<file path="src/shared/timer8_pkg.sv">
// package: register map, field layout and types of the 8-bit timer counter/compare unit
package timer8_pkg;

  // ******************************************
  // register byte addresses (one aligned word each)
  // ******************************************
  localparam logic [7:0] ADDR_CONTROL = 8'h00; // timer_control_reg
  localparam logic [7:0] ADDR_COUNT   = 8'h04; // count_value
  localparam logic [7:0] ADDR_COMPARE = 8'h08; // compare_value (buffer or active)
  localparam logic [7:0] ADDR_FLAGS   = 8'h0C; // overflow_flag, compare_flag, write one to clear
  localparam logic [7:0] ADDR_IRQEN   = 8'h10; // compare_irq_enable, overflow enable
  localparam logic [7:0] ADDR_STATUS  = 8'h14; // compare_output_latch, active compare, etc.

  // ******************************************
  // control register field positions
  // ******************************************
  localparam int CTL_CS_LSB    = 0; // tick_source_select [2:0]
  localparam int CTL_WGM0      = 3; // waveform_mode_field bit 0
  localparam int CTL_COM_LSB   = 4; // compare_output_mode [5:4]
  localparam int CTL_WGM1      = 6; // waveform_mode_field bit 1
  localparam int CTL_FOC       = 7; // force_compare_strobe, reads as zero
  localparam int FLG_OVF       = 0;
  localparam int FLG_CMP       = 1;
  localparam int STS_OC        = 0;
  localparam int STS_DIR_LSB   = 1;
  localparam int STS_ACT_LSB   = 8;

  // ******************************************
  // counter constants
  // ******************************************
  localparam logic [7:0] BOTTOM_VAL = 8'h00;
  localparam logic [7:0] MAX_VAL    = 8'hFF;
  localparam logic [7:0] RESET_VAL  = 8'h00;
  localparam logic [2:0] CS_STOP    = 3'h0;
  localparam logic [2:0] CS_SYS     = 3'h1; // tick every cycle
  localparam logic [2:0] CS_EXT_FALL = 3'h6;
  localparam logic [2:0] CS_EXT_RISE = 3'h7;
  localparam logic [1:0] RESP_OKAY  = 2'h0;
  localparam logic [1:0] RESP_SLVERR = 2'h2;

  // waveform modes in field encoding
  typedef enum logic [1:0] {
    WM_NORMAL = 2'h0,
    WM_PC_PWM = 2'h1,
    WM_CTC    = 2'h2,
    WM_FAST   = 2'h3
  } wave_mode_e;

  // control fields carried together
  typedef struct packed {
    logic [1:0] com;
    wave_mode_e wgm;
    logic [2:0] cs;
  } ctl_s;

endpackage : timer8_pkg

</file>
<file path="src/design/timer8_counter_compare_unit.sv">
// module: counter, comparator and compare output latch of the 8-bit timer, AXI4-Lite slave
// Function
// - clock select zero stops all ticks
// - each tick clears, increments or decrements count
// - cpu reads and writes count anytime
// - cpu count write beats count/clear
// - two-bit waveform field picks sequence
// - overflow flag per mode, interrupt source
// - match sets compare flag next tick
// - compare irq needs flag, enable, global
// - compare flag cleared by service or write-one
// - max and bottom indications for generator
// - double buffer compare only in pwm
// - buffer copies at top or bottom only
// - cpu reaches buffer or active register
// - force strobe acts as match, non-pwm
// - forced match sets no flag, no clear
// - count write blocks next tick's match, except the ctc clear
// - latch kept across waveform mode changes
// - output mode not buffered, acts immediately
// - reset clears compare output latch
// - nonzero output mode routes latch to pin
// - output mode zero leaves latch untouched
// - mode codes normal0 pc1 ctc2 fast3
// - bottom 00, max FF, top by mode
// - normal mode wraps, overflow at zero
`timescale 1ns/1ps
module timer8_counter_compare_unit
(
  // clock and reset
  input  wire logic        aclk,
  input  wire logic        aresetn,
  // axi4-lite write address and data
  input  wire logic [7:0]  s_axi_awaddr,
  input  wire logic        s_axi_awvalid,
  output logic             s_axi_awready,
  input  wire logic [31:0] s_axi_wdata,
  input  wire logic [3:0]  s_axi_wstrb,
  input  wire logic        s_axi_wvalid,
  output logic             s_axi_wready,
  output logic [1:0]       s_axi_bresp,
  output logic             s_axi_bvalid,
  input  wire logic        s_axi_bready,
  // axi4-lite read
  input  wire logic [7:0]  s_axi_araddr,
  input  wire logic        s_axi_arvalid,
  output logic             s_axi_arready,
  output logic [31:0]      s_axi_rdata,
  output logic [1:0]       s_axi_rresp,
  output logic             s_axi_rvalid,
  input  wire logic        s_axi_rready,
  // tick sources
  input  wire logic        prescale_tick,
  input  wire logic        ext_clk_pin,
  // interrupt handshake with the cpu
  input  wire logic        global_irq_enable,
  input  wire logic        compare_irq_ack,
  input  wire logic        overflow_irq_ack,
  output logic             compare_irq,
  output logic             overflow_irq,
  // compare pin
  input  wire logic        compare_pin_direction,
  input  wire logic        port_data,
  output logic             compare_pin_out,
  output logic             compare_pin_oe_n,
  // waveform generator indications
  output logic             count_at_max,
  output logic             count_at_bottom
);

  // ******************************************
  // state
  // ******************************************
  timer8_pkg::ctl_s ctl_q;
  logic [7:0]  count_value_q;
  logic [7:0]  compare_value_q;   // active compare register
  logic [7:0]  compare_buf_q;     // buffer register
  logic        overflow_flag_q;
  logic        compare_flag_q;
  logic        compare_irq_enable_q;
  logic        overflow_irq_enable_q;
  logic        compare_output_latch_q;
  logic        count_down_q;
  logic        block_q;           // a count write blocks the next tick's match
  logic [2:0]  ext_sync_q;        // two-stage sync plus edge history

  // ******************************************
  // bus slave handshake
  // ******************************************
  logic        aw_held_q;
  logic        w_held_q;
  logic [7:0]  awaddr_q;
  logic [31:0] wdata_q;
  logic [3:0]  wstrb_q;
  logic        write_err;

  assign s_axi_awready = !aw_held_q && !s_axi_bvalid;
  assign s_axi_wready  = !w_held_q && !s_axi_bvalid;
  assign s_axi_arready = !s_axi_rvalid;

  wire         wr_fire  = aw_held_q && w_held_q && !s_axi_bvalid;
  wire         wr_lane0 = wr_fire && wstrb_q[0];
  wire         wr_ctl   = wr_lane0 && (awaddr_q == timer8_pkg::ADDR_CONTROL);
  wire         wr_cnt   = wr_lane0 && (awaddr_q == timer8_pkg::ADDR_COUNT);
  wire         wr_cmp   = wr_lane0 && (awaddr_q == timer8_pkg::ADDR_COMPARE);
  wire         wr_flg   = wr_lane0 && (awaddr_q == timer8_pkg::ADDR_FLAGS);
  wire         wr_ien   = wr_lane0 && (awaddr_q == timer8_pkg::ADDR_IRQEN);

  // known address check, used by both channels
  function automatic logic addr_known(input logic [7:0] a);
    addr_known = (a == timer8_pkg::ADDR_CONTROL) || (a == timer8_pkg::ADDR_COUNT) ||
                 (a == timer8_pkg::ADDR_COMPARE) || (a == timer8_pkg::ADDR_FLAGS) ||
                 (a == timer8_pkg::ADDR_IRQEN)   || (a == timer8_pkg::ADDR_STATUS);
  endfunction : addr_known

  assign write_err = !addr_known(awaddr_q) || (awaddr_q == timer8_pkg::ADDR_STATUS);

  // address and data may arrive in either order
  always_ff @(posedge aclk)
  begin
    if (!aresetn)
    begin
      aw_held_q    <= 1'b0;
      w_held_q     <= 1'b0;
      awaddr_q     <= 8'h00;
      wdata_q      <= 32'h0000_0000;
      wstrb_q      <= 4'h0;
      s_axi_bvalid <= 1'b0;
      s_axi_bresp  <= timer8_pkg::RESP_OKAY;
    end
    else
    begin
      if (s_axi_awvalid && s_axi_awready)
      begin
        aw_held_q <= 1'b1;
        awaddr_q  <= s_axi_awaddr;
      end
      if (s_axi_wvalid && s_axi_wready)
      begin
        w_held_q <= 1'b1;
        wdata_q  <= s_axi_wdata;
        wstrb_q  <= s_axi_wstrb;
      end
      if (wr_fire)
      begin
        aw_held_q    <= 1'b0;
        w_held_q     <= 1'b0;
        s_axi_bvalid <= 1'b1;
        s_axi_bresp  <= write_err ? timer8_pkg::RESP_SLVERR : timer8_pkg::RESP_OKAY;
      end
      else if (s_axi_bvalid && s_axi_bready)
        s_axi_bvalid <= 1'b0;
    end
  end

  // ******************************************
  // tick generation
  // ******************************************
  wire ext_rise = ext_sync_q[1] && !ext_sync_q[2];
  wire ext_fall = !ext_sync_q[1] && ext_sync_q[2];
  logic timer_tick;

  // stopped select gives no tick from any source
  always_comb
  begin
    unique case (ctl_q.cs)
      timer8_pkg::CS_STOP:     timer_tick = 1'b0;
      timer8_pkg::CS_SYS:      timer_tick = 1'b1;
      timer8_pkg::CS_EXT_FALL: timer_tick = ext_fall;
      timer8_pkg::CS_EXT_RISE: timer_tick = ext_rise;
      default:                 timer_tick = prescale_tick;
    endcase
  end

  // pin sync, first stage read only by the second
  always_ff @(posedge aclk)
  begin
    if (!aresetn)
      ext_sync_q <= 3'h0;
    else
      ext_sync_q <= {ext_sync_q[1], ext_sync_q[0], ext_clk_pin};
  end

  // ******************************************
  // counter and comparator decode
  // ******************************************
  wire is_pwm   = (ctl_q.wgm == timer8_pkg::WM_PC_PWM) || (ctl_q.wgm == timer8_pkg::WM_FAST);
  wire is_ctc   = (ctl_q.wgm == timer8_pkg::WM_CTC);
  wire raw_match = (count_value_q == compare_value_q);
  wire match_ok = raw_match && !block_q;
  assign count_at_max    = (count_value_q == timer8_pkg::MAX_VAL);
  assign count_at_bottom = (count_value_q == timer8_pkg::BOTTOM_VAL);
  wire ctc_clear = is_ctc && raw_match;
  wire pc_turn_down = (ctl_q.wgm == timer8_pkg::WM_PC_PWM) && !count_down_q && count_at_max;
  wire pc_turn_up   = (ctl_q.wgm == timer8_pkg::WM_PC_PWM) && count_down_q && count_at_bottom;
  wire going_down   = (ctl_q.wgm == timer8_pkg::WM_PC_PWM) && (pc_turn_down || (count_down_q && !pc_turn_up));
  logic [7:0] count_next;
  logic       ovf_event;

  // next count per waveform mode
  always_comb
  begin
    count_next = count_value_q + 8'h01;
    ovf_event  = 1'b0;
    unique case (ctl_q.wgm)
      timer8_pkg::WM_NORMAL:
        ovf_event = count_at_max;
      timer8_pkg::WM_CTC:
      begin
        if (ctc_clear)
          count_next = timer8_pkg::BOTTOM_VAL;
        ovf_event = count_at_max;
      end
      timer8_pkg::WM_FAST:
        ovf_event = count_at_max;
      timer8_pkg::WM_PC_PWM:
      begin
        if (going_down)
          count_next = count_value_q - 8'h01;
        ovf_event = pc_turn_up;
      end
    endcase
  end

  // buffered copy at top (fast) or bottom (phase correct)
  wire buf_load = timer_tick && ((ctl_q.wgm == timer8_pkg::WM_FAST && count_at_max) ||
                                 (ctl_q.wgm == timer8_pkg::WM_PC_PWM && count_at_bottom));

  // ******************************************
  // output latch action
  // ******************************************
  wire force_hit = wr_ctl && wdata_q[timer8_pkg::CTL_FOC] && !is_pwm;
  wire tick_hit  = timer_tick && match_ok;
  logic latch_next;

  // com field governs the next match; zero means no action
  always_comb
  begin
    latch_next = compare_output_latch_q;
    if (ctl_q.com != 2'h0)
    begin
      if (!is_pwm && (force_hit || tick_hit))
        latch_next = (ctl_q.com == 2'h1) ? !compare_output_latch_q : ctl_q.com[0];
      else if (ctl_q.wgm == timer8_pkg::WM_FAST && timer_tick && count_at_max)
        latch_next = ctl_q.com[0] ? 1'b0 : 1'b1;
      else if (is_pwm && tick_hit)
        latch_next = ctl_q.com[0] ^ (ctl_q.wgm == timer8_pkg::WM_PC_PWM && going_down) ? 1'b1 : 1'b0;
    end
  end

  // ******************************************
  // core state
  // ******************************************
  always_ff @(posedge aclk)
  begin
    if (!aresetn)
    begin
      ctl_q                  <= '0;
      count_value_q          <= timer8_pkg::RESET_VAL;
      compare_value_q        <= timer8_pkg::RESET_VAL;
      compare_buf_q          <= timer8_pkg::RESET_VAL;
      overflow_flag_q        <= 1'b0;
      compare_flag_q         <= 1'b0;
      compare_irq_enable_q   <= 1'b0;
      overflow_irq_enable_q  <= 1'b0;
      compare_output_latch_q <= 1'b0;
      count_down_q           <= 1'b0;
      block_q                <= 1'b0;
    end
    else
    begin
      if (wr_ctl)
        ctl_q <= timer8_pkg::ctl_s'({wdata_q[timer8_pkg::CTL_COM_LSB +: 2], wdata_q[timer8_pkg::CTL_WGM1],
                                     wdata_q[timer8_pkg::CTL_WGM0], wdata_q[timer8_pkg::CTL_CS_LSB +: 3]});
      compare_output_latch_q <= latch_next;
      if (wr_cnt)
        count_value_q <= wdata_q[7:0];
      else if (timer_tick)
        count_value_q <= count_next;
      if (timer_tick)
        count_down_q <= going_down;
      if (wr_cnt)
        block_q <= 1'b1;
      else if (timer_tick)
        block_q <= 1'b0;
      if (wr_cmp && !is_pwm)
        compare_value_q <= wdata_q[7:0];
      else if (buf_load || !is_pwm)
        compare_value_q <= is_pwm ? compare_buf_q : compare_value_q;
      if (wr_cmp)
        compare_buf_q <= wdata_q[7:0];
      // set wins over clear; a forced match never reaches the flag
      if (tick_hit)
        compare_flag_q <= 1'b1;
      else if (compare_irq_ack || (wr_flg && wdata_q[timer8_pkg::FLG_CMP]))
        compare_flag_q <= 1'b0;
      if (timer_tick && ovf_event)
        overflow_flag_q <= 1'b1;
      else if (overflow_irq_ack || (wr_flg && wdata_q[timer8_pkg::FLG_OVF]))
        overflow_flag_q <= 1'b0;
      if (wr_ien)
      begin
        compare_irq_enable_q  <= wdata_q[timer8_pkg::FLG_CMP];
        overflow_irq_enable_q <= wdata_q[timer8_pkg::FLG_OVF];
      end
    end
  end

  assign compare_irq  = compare_flag_q && compare_irq_enable_q && global_irq_enable;
  assign overflow_irq = overflow_flag_q && overflow_irq_enable_q && global_irq_enable;

  // pin override independent of mode; direction still gates output
  assign compare_pin_out  = (ctl_q.com != 2'h0) ? compare_output_latch_q : port_data;
  assign compare_pin_oe_n = !compare_pin_direction;

  // ******************************************
  // read channel
  // ******************************************
  logic [31:0] rd_mux;
  always_comb
  begin
    rd_mux = 32'h0000_0000;
    unique case (s_axi_araddr)
      timer8_pkg::ADDR_CONTROL: rd_mux[7:0] = {1'b0, ctl_q.wgm[1], ctl_q.com, ctl_q.wgm[0], ctl_q.cs};
      timer8_pkg::ADDR_COUNT:   rd_mux[7:0] = count_value_q;
      timer8_pkg::ADDR_COMPARE: rd_mux[7:0] = is_pwm ? compare_buf_q : compare_value_q;
      timer8_pkg::ADDR_FLAGS:   rd_mux[1:0] = {compare_flag_q, overflow_flag_q};
      timer8_pkg::ADDR_IRQEN:   rd_mux[1:0] = {compare_irq_enable_q, overflow_irq_enable_q};
      timer8_pkg::ADDR_STATUS:  rd_mux[15:0] = {compare_value_q, 5'h00, count_down_q,
                                                compare_pin_direction, compare_output_latch_q};
      default:                  rd_mux = 32'h0000_0000;
    endcase
  end

  always_ff @(posedge aclk)
  begin
    if (!aresetn)
    begin
      s_axi_rvalid <= 1'b0;
      s_axi_rdata  <= 32'h0000_0000;
      s_axi_rresp  <= timer8_pkg::RESP_OKAY;
    end
    else if (s_axi_arvalid && s_axi_arready)
    begin
      s_axi_rvalid <= 1'b1;
      s_axi_rdata  <= rd_mux;
      s_axi_rresp  <= addr_known(s_axi_araddr) ? timer8_pkg::RESP_OKAY : timer8_pkg::RESP_SLVERR;
    end
    else if (s_axi_rvalid && s_axi_rready)
      s_axi_rvalid <= 1'b0;
  end
endmodule : timer8_counter_compare_unit

</file>
<file path="config.mk">
export PLATFORM = sky130hd
export DESIGN_NAME = timer8_counter_compare_unit
export DESIGN_NICKNAME = d
export VERILOG_FILES = /design/src/shared/timer8_pkg.sv /design/src/design/timer8_counter_compare_unit.sv
export SDC_FILE = /design/constraint.sdc
export NUM_CORES = 1
export LEC_CHECK = 0
export BUFFER_PORTS_ARGS = -buffer_cell sky130_fd_sc_hd__clkbuf_2
export CAP_MARGIN = 20
export CORE_ASPECT_RATIO = 0.7
export CORE_MARGIN = 2
export CORE_UTILIZATION = 25
export DETAILED_ROUTE_END_ITERATION = 8
export GPL_TIMING_DRIVEN = 0
export HOLD_SLACK_MARGIN = 0.03
export SYNTH_ARGS = -nofsm -noshare
export SYNTH_HDL_FRONTEND = slang
export SYNTH_SLANG_ARGS = --single-unit
</file>
<file path="constraint.sdc">
create_clock -name aclk -period 4.16 [get_ports aclk]
set_input_delay 0.416 -clock aclk [delete_from_list [all_inputs] [get_ports aclk]]
set_output_delay 0.416 -clock aclk [all_outputs]
set_load 0.1 [all_outputs]
</file>
==> metrics.md <==
| Metric | Value |
|---|---|
| Initial drt markers | 361 |
| First-pass GRT wire length | 21090 um |
| Hold Path Class | in2reg |
| Max-cap viol count | 0 |
| 1st-pass router iterations | 5 |
| Vias in the first global route | between 3000 and 4000 |
| Layout Cells excl Fill | 890 |
| Htree depth | 3 |
| Status | finished, final reports clean |
| Leak | 2.205 nW |
| Post-synth EDFFs | 0 |
| Logic pwr share | 0.143 |
| Multi-input logic area | 0.002655 sq mm |
| Global Route Usage Sum | 0.1458 |
| CP Max Fanout | 7 |
| Worst EP required | 4.37 ns |
| Via-to-Cell Ratio | ~4.8 |
| Post-synthesis sequential area ratio | 0.3506 |
| Async set or reset register ratio after synthesis | 0 |
| Fin nets | 721 |
| CP Class | reg2reg |
| CP max stage cell | a221oi_1 |
| Clk_lat worst skew | roughly 0.35 ns |
| Slew Limit Fails | 0 |
| Final hold vios | 0 |
| Crit path buf inv count | 2 |
| Synth cell types | 67 |
| Gpl congestion | 0.9068 |
| Worst path cell trace | clkbuf_1 > inv_1 > ha_1 > nand2b_1 > nor4_4 > a221oi_1 > nand2_1 > a32oi_1 > a31oi_1 |
| RSZ-0062 raised after global routing | no |
| Commonest non-fill, non-tap cell in the layout | nand2_1 |
| Sinks on Clock Net | 80 |
| Maximum vdd ir drop | 0.1565 mV |
| Post-Syn Area per Cell | around 8 sq um |
| Family with the most delay on the worst path | compound AO/OA/AOI/OAI gates |
| Max Clock Skew | 0.009814 ns |
| Yosys reg bits | 80 |
| Post-layout min period | 2.815 ns |
| DRT antenna net count | 0 |
| Fillers | 1957 |
| Pwr Density | around 330 mW/mm^2 |
| Die width | 165.6 um |
| CTS root buf | clkbuf_16 |
| CTS tree | built |
| Total CTS buffers | 9 |
| Core area | approximately 0.018 sq mm |
| CP endpoint kind | flip-flop |
| Reg area | about 0.0016 sq mm |
| Part of the cycle the worst path needs | 0.6766 |
| P&R area growth vs syn | 21.34% |
| Vias | 4255 |
| Remaining Overflow, GRT | 0 |
| Mapped Area | ~0.0046 sq mm |
| Largest net degree at the start of global routing | 14 |
| Placement Setup Slack | roughly 1.5 ns |
| Post-CTS sizing | 0 |
| Mapped Cells | 555 |
| Highest-count cells in the layout ignoring fill and taps | nand2_1 (87), dfxtp_1 (80), clkbuf_2 (67), nor2_1 (33), a21boi_0 (32) |
| Rows | 41 |
| Routed length per instance | 15.74 um |
| Fmax | 355.3 MHz |
| I/O pin count | around 110 |
| Area share of the largest cell type after synthesis | 0.3506 |
| Largest area contributor in the netlist | dfxtp_1 |
| Synthesis Warnings | 0 |
| Setup crit start kind | flip-flop |
| Diode count | 0 |
| Post-synth top flop | dfxtp_1 |
| Post-DP Area | 0.005258 sq mm |
| HPWL after DPL | around 11000 um |
| Tightest Pin Transition | ~0.78 ns |
| Longest Clk Path Bufs | 2 |
| Setup total negative slack | 0 ns |
| Endpoints failing setup | 0 |
| Routed wire length | ~14000 um |
| Psw | between 0.0005 and 0.0006 W |
| Placed cell count | 874 |
| Rel. slew slack | 0.4758 |
| Clock share of power | 0.418 |
| Clock transition at path regs | 0.06 ns |
| Critical Path AT | 3.02 ns |
| Initial core utilization | 0.2544 |
| Sequential share of power | 0.439 |
| Die ar. | 0.01939 sq mm |
| Crit path largest cell delay | 0.60 ns |
| WHS | 0.2810 ns |
| Die H | 117.1 um |
| Initial antenna violation count | 0 |
| # Post-CTS Setup Buffers | 0 |
| Share of cells above drive strength 1 | 0.1881 |
| IO buf count | 66 |
| Final setup margin | 1.345 ns |
| DRC errors left | 0 |
| Cts hold-fix bufs | 0 |
| Final Instance Area | around 0.0055 sq mm |
| Area contributors post-synth | dfxtp_1 (35%), nand2_1 (7.1%), a21boi_0 (5.3%) |
| Internal power | 0.001285 W |
| Sw Share | 0.3024 |
## final timing paths
| kind | startpoint | to | slack, ns | cells past startpoint |
|---|---|---|---|---|
| worst max-delay path | count_value_q[0] | count_value_q[6] | 1.35 | 9 |
| worst min-delay path | ext_clk_pin | ext_sync_q[0] | 0.28 | 2 |
| worst max register to register | count_value_q[0] | count_value_q[6] | 1.35 | 9 |
| worst min register to register | ext_sync_q[0] | ext_sync_q[1] | 0.44 | 1 |
## power by group through the flow
stage	clock network [W]	registers (W)	logic (W)
2_1_floorplan	0	0.000836	0.000189
3_3_place_gp	0	0.000824	0.000261
3_5_place_dp	0	0.000825	0.000262
4_1_cts	0.000786	0.000808	0.000262
5_1_grt	0.000816	0.000810	0.000280
6_report	0.000771	0.000808	0.000263
## routing by layer
layer / track usage / wire length (um) / vias to the layer above
met5: 0 / 0 / -
met4: 0.03908 / 180 / 0
met3: 0.04651 / 1319 / 17
met2: 0.1828 / 4943 / 181
met1: 0.2299 / 7562 / 1943
li1: - / - / 2114
## final cells by class
type	instances	area share
Buffer	53	0.05418
Clock buffer	12	0.04628
Clock inverter	4	0.005192
Inverter	20	0.01354
Multi-Input combinational cell	419	0.4790
Sequential cell	80	0.2889
Tap cell	236	0.05327
Timing Repair Buffer	66	0.05959
## worst register-to-register path: stages (launching register included)
cell      delay (ns)
dfxtp_1         0.35
clkbuf_1        0.38
inv_1           0.17
ha_1            0.27
nand2b_1        0.12
nor4_4          0.06
a221oi_1        0.60
nand2_1         0.34
a32oi_1         0.29
a31oi_1         0.10
## cell usage after synthesis (4+ instances only)
| master | number |
|---|---|
| a31oi_1 | 6 |
| buf_4 | 19 |
| buf_2 | 5 |
| a21boi_0 | 32 |
| a21oi_1 | 13 |
| xnor2_1 | 14 |
| ha_1 | 6 |
| and2_1 | 8 |
| o21ai_0 | 23 |
| nand3_1 | 10 |
| nor3_1 | 6 |
| a21boi_1 | 8 |
| nor4_1 | 4 |
| nor2b_1 | 25 |
| inv_1 | 20 |
| nand2b_1 | 4 |
| clkbuf_1 | 25 |
| a211o_1 | 9 |
| and3_1 | 4 |
| o211ai_1 | 4 |
| nand2_1 | 87 |
| nand4_1 | 8 |
| a22oi_1 | 13 |
| mux2i_1 | 20 |
| dfxtp_1 | 80 |
| o22ai_1 | 6 |
| nor2_1 | 33 |
## registers in the layout, indices dropped and copies added (netlist names), 3 cells and up
signal           count
awaddr_q             8
s_axi_rdata         16
compare_buf_q        8
ext_sync_q           3
compare_value_q      8
wdata_q              8
ctl_q                7
count_value_q        8
## cells by family (layout without fill, tap and decap cells)
logic type	Yosys count	after routing	synth area share
other	1	18	0.0008209
multiplexers	23	23	0.05368
flip-flops	80	80	0.3506
buffers and inverters	73	155	0.08217
AND/OR/NAND/NOR	220	220	0.2566
XOR/XNOR	14	14	0.02684
adder cells (fa/ha/maj)	6	6	0.01643
AO/OA/AOI/OAI	138	138	0.2128
## per-stage QoR
stage	util	total power, W
after floorplan	-	0.001025
after global placement	0.2928	0.001084
after detailed placement	0.2928	0.001086
after CTS	0.3087	0.001856
after global routing	0.3087	0.001906
final	0.3087	0.001843
(Power assumes the default switching activity.)
